===== config.mk =====
export PLATFORM = sky130hd
export DESIGN_NAME = tsrb_bank
export DESIGN_NICKNAME = d
export VERILOG_FILES = /design/src/tsrb_pkg.sv /design/src/tsrb_bank.sv
export SDC_FILE = /design/constraint.sdc
export NUM_CORES = 1
export LEC_CHECK = 0
export ABC_CLOCK_PERIOD_IN_PS = 2400
export BUFFER_PORTS_ARGS = -buffer_cell sky130_fd_sc_hd__buf_2
export CAP_MARGIN = 20
export CORE_AREA = 2 2 105 107
export CTS_CLUSTER_DIAMETER = 80
export CTS_CLUSTER_SIZE = 12
export DETAILED_ROUTE_END_ITERATION = 12
export DIE_AREA = 0 0 107 109
export PLACE_DENSITY = 0.42
export REMOVE_ABC_BUFFERS = 1
export SKIP_LAST_GASP = 1
export SYNTH_ARGS = -nofsm -noshare
export SYNTH_HDL_FRONTEND = slang
export SYNTH_SLANG_ARGS = --single-unit

===== constraint.sdc =====
create_clock -name sys_clk -period 2.4 [get_ports sys_clk]
set_input_delay 0.24 -clock sys_clk [delete_from_list [all_inputs] [get_ports sys_clk]]
set_output_delay 0.24 -clock sys_clk [all_outputs]
set_load 0.02 [all_outputs]

===== src/tsrb_pkg.sv =====
package tsrb_pkg;
  localparam logic [1:0]  PTR_MEASURE    = 2'h0;
  localparam logic [1:0]  PTR_SETTINGS   = 2'h1;
  localparam logic [1:0]  PTR_RELEASE    = 2'h2;
  localparam logic [1:0]  PTR_OVER       = 2'h3;
  localparam logic [1:0]  PTR_RST        = 2'h0;

  localparam int          CFG_SHUTDOWN   = 0;
  localparam int          CFG_BEHAVIOUR  = 1;
  localparam int          CFG_POLARITY   = 2;
  localparam int          CFG_TRIP_LO    = 3;
  localparam int          CFG_TRIP_HI    = 4;
  localparam logic [7:0]  CFG_RST        = 8'h00;

  localparam logic [15:0] OVER_RST       = 16'h5000;
  localparam logic [15:0] RELEASE_RST    = 16'h4B00;
  localparam logic [10:0] MEAS_RST       = 11'h000;

  localparam logic [2:0]  TRIP_COUNT_1   = 3'h1;
  localparam logic [2:0]  TRIP_COUNT_2   = 3'h2;
  localparam logic [2:0]  TRIP_COUNT_4   = 3'h4;
  localparam logic [2:0]  TRIP_COUNT_6   = 3'h6;

  typedef enum logic [1:0] {
    TSRB_POINTER,
    TSRB_HIGH_BYTE,
    TSRB_LOW_BYTE
  } tsrb_phase_e;
endpackage


===== src/tsrb_bank.sv =====
`timescale 1ns/1ps
module tsrb_bank (
  // clock and reset
  input  wire logic        sys_clk,
  input  wire logic        rst,
  // byte port from the serial protocol engine
  input  wire logic        xfer_start,
  input  wire logic        xfer_is_read,
  input  wire logic        wr_byte_valid,
  input  wire logic [7:0]  wr_byte,
  input  wire logic        rd_byte_req,
  input  wire logic        xfer_stop,
  output logic      [7:0]  rd_byte,
  output logic             rd_byte_valid,
  // converter
  input  wire logic        conv_done,
  input  wire logic [10:0] conv_result,
  output logic             conv_enable,
  // open-drain alert pin
  output logic             alert_output_o,
  output logic             alert_output_oe,
  // observation
  output logic             alert_active
);

  typedef struct packed {
    logic [1:0]              pointer;
    logic [7:0]              settings;
    logic [10:0]             measured;
    logic [8:0]              upper_lim;
    logic [8:0]              release_lim;
    tsrb_pkg::tsrb_phase_e   phase;
    logic                    reading;
    logic [7:0]              rd_data;
    logic                    rd_valid;
    logic                    alarm;
    logic                    arm_release;
    logic [2:0]              faults;
  } tsrb_state_s;

  tsrb_state_s st_r;
  tsrb_state_s st_nxt;

  function automatic logic [2:0] tsrb_trip_count(input logic [1:0] code);
    unique case (code)
      2'h0: tsrb_trip_count = tsrb_pkg::TRIP_COUNT_1;
      2'h1: tsrb_trip_count = tsrb_pkg::TRIP_COUNT_2;
      2'h2: tsrb_trip_count = tsrb_pkg::TRIP_COUNT_4;
      2'h3: tsrb_trip_count = tsrb_pkg::TRIP_COUNT_6;
    endcase
  endfunction

  function automatic logic [7:0] tsrb_read_byte(input tsrb_state_s s, input logic low);
    logic [15:0] word;
    word = 16'h0000;
    unique case (s.pointer)
      // measurement alignment, low five bits zero
      tsrb_pkg::PTR_MEASURE:  word = {s.measured, 5'h00};
      tsrb_pkg::PTR_SETTINGS: word = {s.settings, s.settings};
      // limit alignment, low seven bits zero
      tsrb_pkg::PTR_RELEASE:  word = {s.release_lim, 7'h00};
      tsrb_pkg::PTR_OVER:     word = {s.upper_lim, 7'h00};
    endcase
    tsrb_read_byte = low ? word[7:0] : word[15:8];
  endfunction

  logic       shutdown;
  logic [8:0] meas9;
  logic       over_hit;
  logic       under_hit;
  logic       trip_cond;
  logic [2:0] trip_need;
  logic       pin_level;

  assign shutdown  = st_r.settings[tsrb_pkg::CFG_SHUTDOWN];
  assign meas9     = conv_result[10:2];
  assign over_hit  = $signed(meas9) > $signed(st_r.upper_lim);
  assign under_hit = $signed(meas9) < $signed(st_r.release_lim);
  assign trip_need = tsrb_trip_count(st_r.settings[tsrb_pkg::CFG_TRIP_HI:tsrb_pkg::CFG_TRIP_LO]);

  always_comb begin
    st_nxt          = st_r;
    st_nxt.rd_valid = 1'b0;
    trip_cond       = 1'b0;

    if (xfer_start) begin
      st_nxt.reading = xfer_is_read;
      st_nxt.phase   = xfer_is_read ? tsrb_pkg::TSRB_HIGH_BYTE : tsrb_pkg::TSRB_POINTER;
    end else if (xfer_stop) begin
      // a stop after any byte count ends the transfer
      st_nxt.phase = tsrb_pkg::TSRB_POINTER;
    end else if (wr_byte_valid && !st_r.reading) begin
      unique case (st_r.phase)
        tsrb_pkg::TSRB_POINTER: begin
          st_nxt.pointer = wr_byte[1:0];
          st_nxt.phase   = tsrb_pkg::TSRB_HIGH_BYTE;
        end
        tsrb_pkg::TSRB_HIGH_BYTE: begin
          st_nxt.phase = tsrb_pkg::TSRB_LOW_BYTE;
          unique case (st_r.pointer)
            // whole byte stored, reserved bits too
            tsrb_pkg::PTR_SETTINGS: st_nxt.settings = wr_byte;
            tsrb_pkg::PTR_RELEASE:  st_nxt.release_lim = {wr_byte, st_r.release_lim[0]};
            tsrb_pkg::PTR_OVER:     st_nxt.upper_lim = {wr_byte, st_r.upper_lim[0]};
            tsrb_pkg::PTR_MEASURE:  st_nxt.measured = st_r.measured;
          endcase
        end
        tsrb_pkg::TSRB_LOW_BYTE: begin
          if (st_r.pointer == tsrb_pkg::PTR_RELEASE) begin
            st_nxt.release_lim[0] = wr_byte[7];
          end
          if (st_r.pointer == tsrb_pkg::PTR_OVER) begin
            st_nxt.upper_lim[0] = wr_byte[7];
          end
          if (st_r.pointer == tsrb_pkg::PTR_SETTINGS) begin
            st_nxt.settings = wr_byte;
          end
        end
      endcase
    end else if (rd_byte_req && st_r.reading) begin
      // high byte first, then low byte, limits alike
      st_nxt.rd_data  = tsrb_read_byte(st_r, st_r.phase == tsrb_pkg::TSRB_LOW_BYTE);
      st_nxt.rd_valid = 1'b1;
      st_nxt.phase    = (st_r.phase == tsrb_pkg::TSRB_LOW_BYTE) ? tsrb_pkg::TSRB_HIGH_BYTE
                                                                : tsrb_pkg::TSRB_LOW_BYTE;
    end

    // latched alarm cleared by any register read
    if (rd_byte_req && st_r.reading && st_r.settings[tsrb_pkg::CFG_BEHAVIOUR]) begin
      st_nxt.alarm = 1'b0;
    end
    // entering power-down clears a latched alarm
    if (st_nxt.settings[tsrb_pkg::CFG_SHUTDOWN] && !shutdown && st_r.settings[tsrb_pkg::CFG_BEHAVIOUR]) begin
      st_nxt.alarm = 1'b0;
    end

    if (conv_done && !shutdown) begin
      st_nxt.measured = conv_result;
      if (st_r.settings[tsrb_pkg::CFG_BEHAVIOUR]) begin
        // latched mode alternates over and release trips
        trip_cond = st_r.alarm ? 1'b0 : (st_r.arm_release ? under_hit : over_hit);
      end else begin
        // comparator mode tracks the hysteresis band
        trip_cond = st_r.alarm ? under_hit : over_hit;
      end
      if (!trip_cond) begin
        st_nxt.faults = 3'h0;
      end else if (st_r.faults + 3'h1 >= trip_need) begin
        st_nxt.faults = 3'h0;
        if (st_r.settings[tsrb_pkg::CFG_BEHAVIOUR]) begin
          // set wins over a same-cycle read clear
          st_nxt.alarm       = 1'b1;
          st_nxt.arm_release = ~st_r.arm_release;
        end else begin
          st_nxt.alarm = ~st_r.alarm;
        end
      end else begin
        st_nxt.faults = st_r.faults + 3'h1;
      end
    end
  end

  always_ff @(posedge sys_clk) begin
    if (rst) begin
      st_r.pointer     <= tsrb_pkg::PTR_RST;
      st_r.settings    <= tsrb_pkg::CFG_RST;
      st_r.measured    <= tsrb_pkg::MEAS_RST;
      st_r.upper_lim   <= tsrb_pkg::OVER_RST[15:7];
      st_r.release_lim <= tsrb_pkg::RELEASE_RST[15:7];
      st_r.phase       <= tsrb_pkg::TSRB_POINTER;
      st_r.reading     <= 1'b0;
      st_r.rd_data     <= 8'h00;
      st_r.rd_valid    <= 1'b0;
      st_r.alarm       <= 1'b0;
      st_r.arm_release <= 1'b0;
      st_r.faults      <= 3'h0;
    end else begin
      st_r <= st_nxt;
    end
  end

  assign conv_enable   = ~shutdown;
  assign rd_byte       = st_r.rd_data;
  assign rd_byte_valid = st_r.rd_valid;
  assign alert_active  = st_r.alarm;

  assign pin_level       = st_r.alarm ? st_r.settings[tsrb_pkg::CFG_POLARITY]
                                      : ~st_r.settings[tsrb_pkg::CFG_POLARITY];
  // open-drain: only ever pulls low
  assign alert_output_o  = 1'b0;
  assign alert_output_oe = ~pin_level;

endmodule


==> flow_metrics.tcl <==
set metrics [dict create \
    first_iter_violations 95 \
    synth_top_area_cell "dfxtp_1" \
    numCtsBuffers 5 \
    p_leak_nw 1.53 \
    crit_path_end_kind "flop" \
    cts_tree "built" \
    yosysSeqAreaShare 0.360 \
    post-route-min-period_ns 2.16 \
    vias 2683 \
    status "complete, no violations" \
    worst_slew_pin_slew_ns 0.692 \
    fp.dieH_um 109 \
    synth_common_cells "dfxtp_1, nand2_1, nor2_1" \
    cts_sinks 56 \
    clkTransAtPathRegs_ns 0.10 \
    drive_above_1_share 0.158 \
    drt-total-wl_mm 8.85 \
    fillers 1120 \
    grt_use_total 0.157 \
    crit_required_ns 2.61 \
    place_hpwl_mm 6.59 \
    grt.overflow.total 0 \
    fin_worst_skew_ns 0.00405 \
    setup_tns_ns 0 \
    ff2ff_path_depth 8 \
    path_class "flop to flop" \
    dp_cells 544 \
    post_cts.repair.setup_buffers 0 \
    layout.cells.non_filler 552 \
    crit_path_start_kind "flop" \
    antennaDiodeCount 0 \
    yosysMostFrequentCell "dfxtp_1" \
    rsz0062_at_grt "no" \
    ir_worst_vdd_v 0.000220 \
    synth_top_area_frac 0.360 \
    register_area_um2 1120 \
    synthCells 380 \
    cts-root-buf "clkbuf_8" \
    fin_util 0.333 \
    insertion_delay_ns 0.31 \
    period_share 0.900 \
    powerDensity_nw_per_um2 489 \
    setup_viol 0 \
    grt_pass1_wl_mm 13.9 \
    ant_nets 0 \
    cts_resized 0 \
    die_x_um 107 \
    synth_cell_type_count 48 \
    yosys_warnings 0 \
    comb_power_share 0.123 \
    clockPowerShare 0.319 \
    p_int_mw 1.26 \
    holdBufCountCts 0 \
    antenna_found_initial 0 \
    synthesis.area_um2 3110 \
    cp_data_arrival_time_ns 2.37 \
    ys_ff_latch 56 \
    io_pins 40 \
    drc 0 \
    sw_frac_of_total 0.267 \
    viasPerCell 4.86 \
    grt_pass1_vias 2590 \
    wire_per_inst_um 16.0 \
    multi_input_area_um2 1710 \
    gp_congestion 0.824 \
    hold_class "primary input to flop" \
    num-nets-final 462 \
    fmax_ghz 0.463 \
    coreArea_um2 10600 \
    rows 38 \
    portBuffers 38 \
    cts_max_level 2 \
    grt_start_max_net_pins 35 \
    finalHoldViolations 0 \
    p_seq_frac 0.558 \
    area_growth_pct 13.3 \
    synthArstFlopShare 0 \
    dieArea_um2 11700 \
    min_path_cells 3 \
    dr.pass1.iters 4 \
    synth_flop_cell "dfxtp_1" \
    syn_avg_cell_area_um2 8.20 \
    slew_viol_final 0 \
    synth_area_leaders "dfxtp_1, ha_1, mux2i_1" \
    synth_edf_count 0 \
    drv_cap 0 \
    crit_fanout 5 \
    ctsLongestPathBuffers 2 \
    p_sw_uw 461 \
    slew_headroom 0.538 \
    initial_core_util 0.294 \
]
[through the flow]
| step | hold WS [ns] | power [mW] | worst slack, ns | instance area, um2 |
|---|---|---|---|---|
| 2_1_floorplan | 0.309 | 1.09 | 0.320 | 2960 |
| 3_3_place_gp | 0.441 | 1.20 | 0.276 | 3430 |
| 3_5_place_dp | 0.443 | 1.20 | 0.240 | 3430 |
| 4_1_cts | 0.155 | 1.76 | 0.229 | 3530 |
| 5_1_grt | 0.155 | 1.81 | 0.0460 | 3530 |
| 6_report | 0.160 | 1.72 | 0.241 | 3530 |
[worst max-delay path, stage by stage (launching register included)]
cell      delay, ns
dfxtp_1        0.41
inv_1          0.06
ha_1           0.27
nand3_1        0.11
o22ai_1        0.13
nor4b_1        0.07
a211oi_1       0.50
o21ai_0        0.20
mux2_2         0.30
[layout by cell type, fill, tap and decap left out, types with 7 or more instances in the layout]
master     n
o21ai_0    8
o211ai_1   7
buf_2     38
nor2b_1    7
o22ai_1    8
ha_1      24
inv_1     34
dfxtp_1   56
a21oi_1   39
nor2_1    42
mux2i_1   21
nand2_1   44
buf_4     15
[worst paths after layout]
path	from	to	slack (ns)
min reg2reg	rd_byte[2]	rd_byte[2]	0.46
max reg2reg	st_r[31]	st_r[3]	0.24
max	st_r[31]	st_r[3]	0.24
min	conv_result[0]	st_r[35]	0.16
[power groups by stage]
stage / combinational [mW] / clock, mW / sequential, mW
global placement: 0.216 / 0 / 0.983
CTS: 0.215 / 0.582 / 0.962
global route: 0.238 / 0.608 / 0.965
floorplan: 0.104 / 0 / 0.986
detailed placement: 0.215 / 0 / 0.983
finish: 0.212 / 0.551 / 0.962
[sequential cells by signal, indices dropped and copies added (netlist names)]
name	flops
shutdown	1
rd_byte_valid	1
alert_active	1
rd_byte	8
st_r	45
[layout make-up]
class                   count  area share
repair buffers             53      0.0858
flip-flops and latches     56       0.318
multi-input cells         261       0.484
inverters                  34      0.0362
clock inverters             1     0.00213
clock buffers               7      0.0245
well taps                 140      0.0496
[routing by layer]
layer / up-vias / part of all wire / track usage
met5: - / 0 / 0
met4: 0 / 0.020 / 0.0529
met3: 10 / 0.038 / 0.0275
met2: 39 / 0.46 / 0.263
met1: 1273 / 0.48 / 0.206
li1: 1361 / - / -
[cells by family after synthesis]
| group | share of synthesized area |
|---|---|
| other cells | 0.00120 |
| fa+ha+maj | 0.0964 |
| buf+inv | 0.0916 |
| xor+xnor | 0.00563 |
| simple gates | 0.173 |
| mux | 0.0820 |
| compound gates | 0.190 |
| flops | 0.360 |
(Power assumes the default switching activity.)
